===== src/serial_control_pkg.sv =====
package serial_control_pkg;

  // Control register layout; bit 7 down to bit 0.
  typedef struct packed {
    logic interrupt_enable_bit;
    logic peripheral_enable_bit;
    logic divider_disable_bit;
    logic master_select_bit;
    logic clock_polarity;
    logic clock_phase;
    logic [1:0] rate_select_bits;
  } serial_control_ctrl_s;

  // Pin controls for the serial pads.
  typedef struct packed {
    logic sck_oe_n;
    logic mosi_oe_n;
    logic miso_oe_n;
    logic alt_enable;
  } serial_control_pins_s;

  localparam logic [7:0] SERIAL_CONTROL_ADR_CTRL = 8'h00;
  localparam logic [7:0] SERIAL_CONTROL_ADR_STATUS = 8'h04;
  localparam logic [7:0] SERIAL_CONTROL_ADR_MASK = 8'h08;

  localparam logic [7:0] SERIAL_CONTROL_CTRL_RESET = 8'h00;
  localparam logic [7:0] SERIAL_CONTROL_STATUS_RESET = 8'h00;
  localparam logic [7:0] SERIAL_CONTROL_MASK_RESET = 8'hB0;

  localparam int SERIAL_CONTROL_BIT_DONE = 7;
  localparam int SERIAL_CONTROL_BIT_OVERRUN = 5;
  localparam int SERIAL_CONTROL_BIT_FAULT = 4;
  localparam logic [7:0] SERIAL_CONTROL_STATUS_USED = 8'hB0;

  // Half periods of SCK in CPU cycles per rate code with the divide-by-2 stage active.
  localparam logic [6:0] SERIAL_CONTROL_HALF_R0 = 7'h04;
  localparam logic [6:0] SERIAL_CONTROL_HALF_R1 = 7'h08;
  localparam logic [6:0] SERIAL_CONTROL_HALF_R2 = 7'h20;
  localparam logic [6:0] SERIAL_CONTROL_HALF_R3 = 7'h40;

endpackage : serial_control_pkg


===== src/serial_control_core.sv =====
`timescale 1ns/1ps
`default_nettype none

module serial_control_core #(
  parameter int BYTE_EDGES = 16
) (
  input wire logic clk_i,
  input wire logic rst_i,
  input wire logic wb_cyc_i,
  input wire logic wb_stb_i,
  input wire logic wb_we_i,
  input wire logic [7:0] wb_adr_i,
  input wire logic [3:0] wb_sel_i,
  input wire logic [31:0] wb_dat_i,
  output logic [31:0] wb_dat_o,
  output logic wb_ack_o,
  input wire logic ss_n_i,
  input wire logic sck_i,
  input wire logic xfer_active_i,
  input wire logic transfer_done_i,
  input wire logic overrun_i,
  output logic sck_o,
  output serial_control_pkg::serial_control_pins_s pins_o,
  output serial_control_pkg::serial_control_ctrl_s ctrl_o,
  output logic capture_o,
  output logic shift_o,
  output logic irq_o
);

  if (BYTE_EDGES < 2 || BYTE_EDGES > 16 || BYTE_EDGES % 2 != 0) begin : g_chk
    $error("BYTE_EDGES must be even and between 2 and 16");
  end

  serial_control_pkg::serial_control_ctrl_s ctrl_reg;
  logic [7:0] status_reg;
  logic [7:0] mask_reg;
  logic arm_reg;
  logic ack_reg;
  logic [31:0] dat_reg;
  logic [6:0] half_cnt_reg;
  logic tog_reg;
  logic sck_prev_reg;
  logic [4:0] edge_cnt_reg;

  logic fire;
  logic wr_ctrl;
  logic wr_status;
  logic wr_mask;
  logic rd_status;
  logic fault_evt;
  logic lock_out;
  logic [7:0] status_set;
  logic [7:0] status_clr;
  logic [7:0] rd_data;
  logic [6:0] half_base;
  logic [6:0] half;
  logic run;
  logic mst_edge;
  logic slv_edge;
  logic sck_edge;
  logic cap_sel;
  logic in_byte;

  // Requests are taken once; ack follows one cycle later and then drops.
  assign fire = wb_cyc_i & wb_stb_i & ~ack_reg;
  assign wr_ctrl = fire & wb_we_i & wb_sel_i[0] & (wb_adr_i == serial_control_pkg::SERIAL_CONTROL_ADR_CTRL);
  assign wr_status = fire & wb_we_i & wb_sel_i[0] & (wb_adr_i == serial_control_pkg::SERIAL_CONTROL_ADR_STATUS);
  assign wr_mask = fire & wb_we_i & wb_sel_i[0] & (wb_adr_i == serial_control_pkg::SERIAL_CONTROL_ADR_MASK);
  assign rd_status = fire & ~wb_we_i & (wb_adr_i == serial_control_pkg::SERIAL_CONTROL_ADR_STATUS);
  assign wb_ack_o = ack_reg;
  assign wb_dat_o = dat_reg;

  always_comb begin
    case (wb_adr_i)
      serial_control_pkg::SERIAL_CONTROL_ADR_CTRL: rd_data = ctrl_reg;
      serial_control_pkg::SERIAL_CONTROL_ADR_STATUS: rd_data = status_reg;
      serial_control_pkg::SERIAL_CONTROL_ADR_MASK: rd_data = mask_reg;
      default: rd_data = 8'h00;
    endcase
  end

  always_ff @(posedge clk_i) begin
    if (rst_i) begin
      ack_reg <= 1'b0;
      dat_reg <= 32'h0000_0000;
    end else begin
      ack_reg <= fire;
      if (fire) begin
        dat_reg <= {24'h00_0000, rd_data};
      end
    end
  end

  // Fault is detected on the master bit alone, so a disabled master still trips it.
  assign fault_evt = ctrl_reg.master_select_bit & ~ss_n_i;
  // Outside the clear sequence a set fault flag blocks enable and master.
  assign lock_out = status_reg[serial_control_pkg::SERIAL_CONTROL_BIT_FAULT] & ~arm_reg;

  always_ff @(posedge clk_i) begin
    if (rst_i) begin
      ctrl_reg <= serial_control_pkg::SERIAL_CONTROL_CTRL_RESET;
    end else begin
      if (wr_ctrl) begin
        ctrl_reg <= wb_dat_i[7:0];
        if (lock_out) begin
          ctrl_reg.peripheral_enable_bit <= 1'b0;
          ctrl_reg.master_select_bit <= 1'b0;
        end
      end
      if (fault_evt) begin
        ctrl_reg.peripheral_enable_bit <= 1'b0;
        ctrl_reg.master_select_bit <= 1'b0;
      end
    end
  end

  // A status read while the fault flag is set arms the clear sequence.
  always_ff @(posedge clk_i) begin
    if (rst_i) begin
      arm_reg <= 1'b0;
    end else if (wr_ctrl) begin
      arm_reg <= 1'b0;
    end else if (rd_status && status_reg[serial_control_pkg::SERIAL_CONTROL_BIT_FAULT]) begin
      arm_reg <= 1'b1;
    end
  end

  always_comb begin
    status_set = 8'h00;
    status_set[serial_control_pkg::SERIAL_CONTROL_BIT_DONE] = transfer_done_i;
    status_set[serial_control_pkg::SERIAL_CONTROL_BIT_OVERRUN] = overrun_i;
    status_set[serial_control_pkg::SERIAL_CONTROL_BIT_FAULT] = fault_evt;
    status_clr = wr_status ? wb_dat_i[7:0] : 8'h00;
    if (wr_ctrl && arm_reg) begin
      status_clr[serial_control_pkg::SERIAL_CONTROL_BIT_FAULT] = 1'b1;
    end
  end

  // Setting wins over clearing, so an event in the clear cycle survives.
  always_ff @(posedge clk_i) begin
    if (rst_i) begin
      status_reg <= serial_control_pkg::SERIAL_CONTROL_STATUS_RESET;
    end else begin
      status_reg <= ((status_reg & ~status_clr) | status_set) & serial_control_pkg::SERIAL_CONTROL_STATUS_USED;
    end
  end

  always_ff @(posedge clk_i) begin
    if (rst_i) begin
      mask_reg <= serial_control_pkg::SERIAL_CONTROL_MASK_RESET;
    end else if (wr_mask) begin
      mask_reg <= wb_dat_i[7:0] & serial_control_pkg::SERIAL_CONTROL_STATUS_USED;
    end
  end

  assign irq_o = ctrl_reg.interrupt_enable_bit & (|(status_reg & mask_reg));

  // Divide ratio is the rate code's base, halved when the divide-by-2 stage is bypassed.
  always_comb begin
    case (ctrl_reg.rate_select_bits)
      2'b00: half_base = serial_control_pkg::SERIAL_CONTROL_HALF_R0;
      2'b01: half_base = serial_control_pkg::SERIAL_CONTROL_HALF_R1;
      2'b10: half_base = serial_control_pkg::SERIAL_CONTROL_HALF_R2;
      2'b11: half_base = serial_control_pkg::SERIAL_CONTROL_HALF_R3;
      default: half_base = serial_control_pkg::SERIAL_CONTROL_HALF_R3;
    endcase
  end

  assign half = ctrl_reg.divider_disable_bit ? (half_base >> 1) : half_base;
  // The rate generator only runs as an enabled master.
  assign run = ctrl_reg.master_select_bit & ctrl_reg.peripheral_enable_bit & xfer_active_i;
  assign mst_edge = run & (half_cnt_reg == half - 7'h01);

  always_ff @(posedge clk_i) begin
    if (rst_i || !run) begin
      half_cnt_reg <= 7'h00;
      tog_reg <= 1'b0;
    end else if (mst_edge) begin
      half_cnt_reg <= 7'h00;
      tog_reg <= ~tog_reg;
    end else begin
      half_cnt_reg <= half_cnt_reg + 7'h01;
    end
  end

  // Slave edges come from the external clock, sampled as a synchronous input.
  always_ff @(posedge clk_i) begin
    if (rst_i) begin
      sck_prev_reg <= 1'b0;
    end else begin
      sck_prev_reg <= sck_i;
    end
  end

  assign slv_edge = ~ctrl_reg.master_select_bit & ctrl_reg.peripheral_enable_bit
                    & xfer_active_i & (sck_i != sck_prev_reg);
  assign sck_edge = mst_edge | slv_edge;

  // The count stops at BYTE_EDGES, so a clock that runs on past the byte cannot wrap
  // back into a second set of capture strobes.
  assign in_byte = (edge_cnt_reg < 5'(BYTE_EDGES));

  always_ff @(posedge clk_i) begin
    if (rst_i || !xfer_active_i) begin
      edge_cnt_reg <= 5'h00;
    end else if (sck_edge && in_byte) begin
      edge_cnt_reg <= edge_cnt_reg + 5'h01;
    end
  end

  // Even edge index is the first, third, ... transition of the byte.
  assign cap_sel = (edge_cnt_reg[0] == ctrl_reg.clock_phase);
  assign capture_o = sck_edge & cap_sel & in_byte;
  assign shift_o = sck_edge & ~cap_sel & in_byte;

  // Idle level is the polarity bit; only an enabled master toggles away from it.
  assign sck_o = ctrl_reg.clock_polarity ^ tog_reg;

  always_comb begin
    pins_o.alt_enable = ctrl_reg.peripheral_enable_bit;
    pins_o.sck_oe_n = ~(ctrl_reg.peripheral_enable_bit & ctrl_reg.master_select_bit);
    pins_o.mosi_oe_n = ~(ctrl_reg.peripheral_enable_bit & ctrl_reg.master_select_bit);
    pins_o.miso_oe_n = ~(ctrl_reg.peripheral_enable_bit & ~ctrl_reg.master_select_bit);
  end

  assign ctrl_o = ctrl_reg;

  a_irq_gate: assert property (@(posedge clk_i) disable iff (rst_i)
    !ctrl_reg.interrupt_enable_bit |-> !irq_o)
    else $error("interrupt raised while disabled");

  a_irq_flag: assert property (@(posedge clk_i) disable iff (rst_i)
    (ctrl_reg.interrupt_enable_bit && (status_reg & mask_reg) != 8'h00) |-> irq_o)
    else $error("interrupt missing for set flag");

  a_fault_clears: assert property (@(posedge clk_i) disable iff (rst_i)
    (ctrl_reg.master_select_bit && !ss_n_i) |=> (!ctrl_reg.master_select_bit
      && !ctrl_reg.peripheral_enable_bit && status_reg[serial_control_pkg::SERIAL_CONTROL_BIT_FAULT]))
    else $error("mode fault not handled");

  a_reset_clear: assert property (@(posedge clk_i)
    rst_i |=> (!ctrl_reg.peripheral_enable_bit && !ctrl_reg.divider_disable_bit
      && pins_o.sck_oe_n && !pins_o.alt_enable))
    else $error("reset left control bits set");

  a_fault_lock: assert property (@(posedge clk_i) disable iff (rst_i)
    (wr_ctrl && lock_out && !fault_evt) |=> (!ctrl_reg.peripheral_enable_bit
      && !ctrl_reg.master_select_bit))
    else $error("enable set during fault");

  a_slave_quiet: assert property (@(posedge clk_i) disable iff (rst_i)
    !ctrl_reg.master_select_bit |=> (!mst_edge && sck_o == ctrl_reg.clock_polarity))
    else $error("slave generated clock");

  a_pin_roles: assert property (@(posedge clk_i) disable iff (rst_i)
    $rose(ctrl_reg.master_select_bit && ctrl_reg.peripheral_enable_bit)
      |-> (!pins_o.sck_oe_n && !pins_o.mosi_oe_n && pins_o.miso_oe_n))
    else $error("master pin roles wrong");

  a_idle_level: assert property (@(posedge clk_i) disable iff (rst_i)
    !xfer_active_i |=> sck_o == ctrl_reg.clock_polarity)
    else $error("idle clock level wrong");

  a_fast_rate: assert property (@(posedge clk_i) disable iff (rst_i)
    (mst_edge && ctrl_reg.divider_disable_bit && ctrl_reg.rate_select_bits == 2'b00)
      |=> !mst_edge ##1 (mst_edge || !run || !ctrl_reg.divider_disable_bit))
    else $error("divide by 4 timing wrong");

  a_first_capture: assert property (@(posedge clk_i) disable iff (rst_i)
    (sck_edge && edge_cnt_reg == 5'h00) |-> (capture_o == !ctrl_reg.clock_phase))
    else $error("first capture edge wrong");

  a_second_capture: assert property (@(posedge clk_i) disable iff (rst_i)
    (sck_edge && edge_cnt_reg == 5'h01)
      |-> (capture_o == ctrl_reg.clock_phase && shift_o == !ctrl_reg.clock_phase))
    else $error("second edge role wrong");

  a_byte_limit: assert property (@(posedge clk_i) disable iff (rst_i)
    (edge_cnt_reg >= 5'(BYTE_EDGES)) |-> (!capture_o && !shift_o))
    else $error("strobe beyond byte end");

  a_slave_pins: assert property (@(posedge clk_i) disable iff (rst_i)
    (ctrl_reg.peripheral_enable_bit && !ctrl_reg.master_select_bit)
      |-> (pins_o.sck_oe_n && pins_o.mosi_oe_n && !pins_o.miso_oe_n))
    else $error("slave pin roles wrong");

  a_read_back: assert property (@(posedge clk_i) disable iff (rst_i)
    (fire && !wb_we_i && wb_adr_i == serial_control_pkg::SERIAL_CONTROL_ADR_CTRL)
      |=> wb_ack_o && wb_dat_o[7:0] == $past(ctrl_reg))
    else $error("control read back wrong");

endmodule : serial_control_core

`default_nettype wire


===== config.mk =====
export PLATFORM = sky130hd
export DESIGN_NAME = serial_control_core
export DESIGN_NICKNAME = d
export VERILOG_FILES = /design/src/serial_control_pkg.sv /design/src/serial_control_core.sv
export SDC_FILE = /design/constraint.sdc
export NUM_CORES = 1
export LEC_CHECK = 0
export BUFFER_PORTS_ARGS = -buffer_cell sky130_fd_sc_hd__buf_2
export CAP_MARGIN = 30
export CORE_MARGIN = 5
export CORE_UTILIZATION = 49
export DETAILED_ROUTE_END_ITERATION = 8
export GPL_TIMING_DRIVEN = 0
export HOLD_SLACK_MARGIN = 0.12
export PLACE_DENSITY = 0.95
export SYNTH_ARGS = -nofsm -noshare
export SYNTH_HDL_FRONTEND = slang
export SYNTH_SLANG_ARGS = --single-unit

===== constraint.sdc =====
create_clock -name clk_i -period 4.5 [get_ports clk_i]
set_clock_uncertainty 0.15 [all_clocks]
set_input_delay 0.225 -clock clk_i [delete_from_list [all_inputs] [get_ports clk_i]]
set_output_delay 0.225 -clock clk_i [all_outputs]
set_load 0.01 [all_outputs]

==> flow_metrics.py <==
metrics = {
    "sta": {
        "drv_slew": 0,
        "period_needed_ns": 3.39,
        "rsz0062_at_grt": "no",
        "setup_viol": 0,
        "tightestPinTransition_ns": 0.839,
        "finalCritPeriodShare": 0.754,
        "fmax_ghz": 0.295,
        "tns_ns": 0,
        "slew_headroom": 0.435,
        "hold_viol": 0,
        "setup_slack_ns": 1.11,
    },
    "status": {
        "status": "finished clean",
    },
    "final_layout": {
        "n_antenna_cell": 0,
        "stdcell_count": 395,
        "syn2layout_area_growth_pct": 30.8,
        "drive_gt1_frac": 0.287,
        "seqCellArea_um2": 761,
        "final_common_cell": "buf_2",
        "multiInputGateArea_mm2": 0.00112,
        "final_nets": 401,
        "n_fill_cell": 332,
        "final_cell_mix": "49 x buf_2, 38 x dfxtp_1, 32 x nand2_1, 26 x buf_4, 24 x conb_1",
    },
    "die": {
        "coreArea_mm2": 0.00406,
        "die-height_um": 75.1,
        "io_pins": 103,
        "die_w_um": 75.1,
        "die_area_mm2": 0.00564,
        "core.rowCount": 23,
        "start_util": 0.512,
    },
    "cts": {
        "cts-root-buf": "clkbuf_8",
        "post_cts_resized": 0,
        "clk_pin_slew_ns": 0.08,
        "post_cts_buffers": 0,
        "clockBufferDepth": 2,
        "cts_made_buffers": 5,
        "cts_hold_buf": 16,
        "cts_num_sinks": 38,
        "cts_max_level": 2,
        "cts_tree": "done",
        "clk_latency_ns": 0.30,
    },
    "place": {
        "dp_hpwl_um": 3820,
        "dp.cells": 371,
        "io_buffers": 48,
        "gp_congestion": 0.928,
        "pre_cts_ws_ns": 1.45,
    },
    "global_routing": {
        "grt_max_degree": 14,
        "grt_overflow": 0,
        "grt_pass1_wl_um": 7990,
        "grtUsageTotal": 0.187,
        "grt_pass1_vias": 1738,
        "grt_antenna_before_repair": 0,
    },
    "critical_path": {
        "max_stage_delay_ns": 0.51,
        "cp_max_fo": 9,
        "critPathBufInv": 2,
        "arrival_ns": 3.02,
        "crit_chain": "nand2b_1 > or2_2 > ha_1 > xor2_1 > nand2_1 > a2111oi_0 > o211a_1 > buf_6 > o21ai_0 > nor2b_1 > buf_2",
        "crit_required_ns": 4.12,
        "end_kind": "output port",
        "crit_family": "compound AO/OA/AOI/OAI gates",
        "path_class": "flop to output port",
        "cpMaxStageDelayCell": "a2111oi_0",
        "cp-start-kind": "flop",
    },
    "routing": {
        "vias": 1962,
        "antenna_left": 0,
        "via_per_inst": 4.97,
        "wl_per_cell_um": 12.9,
        "drt-initial-drc-count": 121,
        "wirelength_um": 5100,
        "dr.pass1.iters": 4,
        "drc": 0,
    },
    "pwr": {
        "vdd_drop_max_v": 0.000205,
        "p_int_mw": 0.483,
        "combPwrFrac": 0.108,
        "power.density_mw_per_mm2": 239,
        "total_power_mw": 0.649,
        "pwr-share-clk": 0.370,
        "swShare": 0.256,
        "leakage_nw": 1.23,
        "power_frac_seq": 0.523,
        "power_switching_mw": 0.166,
    },
    "synthesis": {
        "synthAdderAreaFrac": 0.0181,
        "synthMuxAreaShare": 0.0193,
        "synth_ff_type": "dfxtp_1",
        "ys_types": 45,
        "async_flop_share": 0,
        "synthSimpleGateAreaFrac": 0.273,
        "synth-compound-area-share": 0.132,
        "syn-cell-area_mm2": 0.00208,
        "ys_warn_count": 0,
        "synth_top_family_by_area": "simple AND/OR/NAND/NOR gates",
        "yosysSeqAreaShare": 0.366,
        "synthCells": 250,
        "synth_xor_area_frac": 0.0548,
        "ys_ff_latch": 38,
        "synth_area_per_cell_um2": 8.31,
        "synth_edf_count": 0,
    },
    "min_path": {
        "min_path_type": "primary input to flop",
    },
    "job": {
        "max-cap-violations": 0,
    },
}
[worst register-to-register path, stage by stage (launching register included)]
cell and delay [ns]:
dfxtp_1 0.48, nand2b_1 0.15, or2_2 0.30, ha_1 0.30
xor2_1 0.14, nand2_1 0.06, a2111oi_0 0.51, o211a_1 0.25
buf_6 0.13, or3_4 0.12, buf_6 0.13, nor2_2 0.05
[power groups by stage]
stage	registers, mW	logic (mW)	clock network, mW
5_1_grt	0.340	0.0766	0.258
2_1_floorplan	0.347	0.0417	0
3_3_place_gp	0.347	0.0576	0
3_5_place_dp	0.347	0.0583	0
4_1_cts	0.339	0.0679	0.247
6_report	0.339	0.0699	0.240
[kinds of logic after synthesis]
group                      Yosys count
and+or+nand+nor                    108
xor gates and xnor gates            13
adders and majority gates            3
DFF                                 38
buffers and inverters               44
muxes                                4
AOI/OAI and AO/OA                   39
other                                1
[per-layer routing]
layer	routed length (um)	global-route usage
met4	91	0.0632
met1	2030	0.217
met3	387	0.0561
met5	0	0
met2	2590	0.328
[worst paths after layout]
| kind | slack, ns | endpoint | cells past startpoint | start |
|---|---|---|---|---|
| worst max-delay path | 1.11 | shift_o | 11 | ctrl_o[5] |
| worst min-delay path | 0.15 | sck_prev_reg | 2 | rst_i |
| worst max register to register | 1.62 | half_cnt_reg[3] | 11 | ctrl_o[5] |
| worst min register to register | 0.33 | half_cnt_reg[0] | 1 | half_cnt_reg[0] |
[cell usage after synthesis (2+ instances only)]
master | instances | area [um^2]
nor2_2 | 7 | 43.8
and3_1 | 6 | 37.5
dfxtp_1 | 38 | 761
nand4_1 | 2 | 12.5
buf_4 | 26 | 195
nor2_1 | 17 | 63.8
o21ai_0 | 4 | 20.0
a211oi_1 | 2 | 15.0
nand3b_1 | 3 | 22.5
o2111ai_1 | 2 | 17.5
nor4_1 | 4 | 25.0
inv_1 | 6 | 22.5
nand2b_1 | 6 | 37.5
nor2b_1 | 8 | 50.1
nand3_1 | 8 | 40.0
or2_2 | 2 | 12.5
mux2i_1 | 4 | 40.0
a22oi_1 | 9 | 67.6
ha_1 | 3 | 37.5
a211o_1 | 4 | 35.0
clkbuf_1 | 9 | 33.8
a21oi_1 | 10 | 50.1
buf_6 | 2 | 22.5
or3_2 | 2 | 15.0
nor3_1 | 4 | 20.0
xnor2_1 | 9 | 78.8
xor2_1 | 4 | 35.0
nand2_1 | 32 | 120
[per-stage QoR]
stage | cell area (um^2) | hold slack [ns] | utilization
after CTS | 2720 | 0.137 | 0.669
final | 2720 | 0.148 | 0.669
after detailed placement | 2470 | 0.299 | 0.608
after global placement | 2470 | 0.280 | 0.608
after floorplan | 2160 | 0.192 | -
after global routing | 2720 | 0.161 | 0.669
[cell type report]
| type | count | area share |
|---|---|---|
| Clock inverter | 3 | 0.00783 |
| Tap cell | 50 | 0.0230 |
| Buffer | 38 | 0.0944 |
| Clock buffer | 5 | 0.0253 |
| Sequential cell | 38 | 0.280 |
| Inverter | 6 | 0.00829 |
| Timing Repair Buffer | 64 | 0.147 |
| Multi-Input combinational cell | 191 | 0.414 |
No activity file was read; power rests on OpenSTA's default activity.
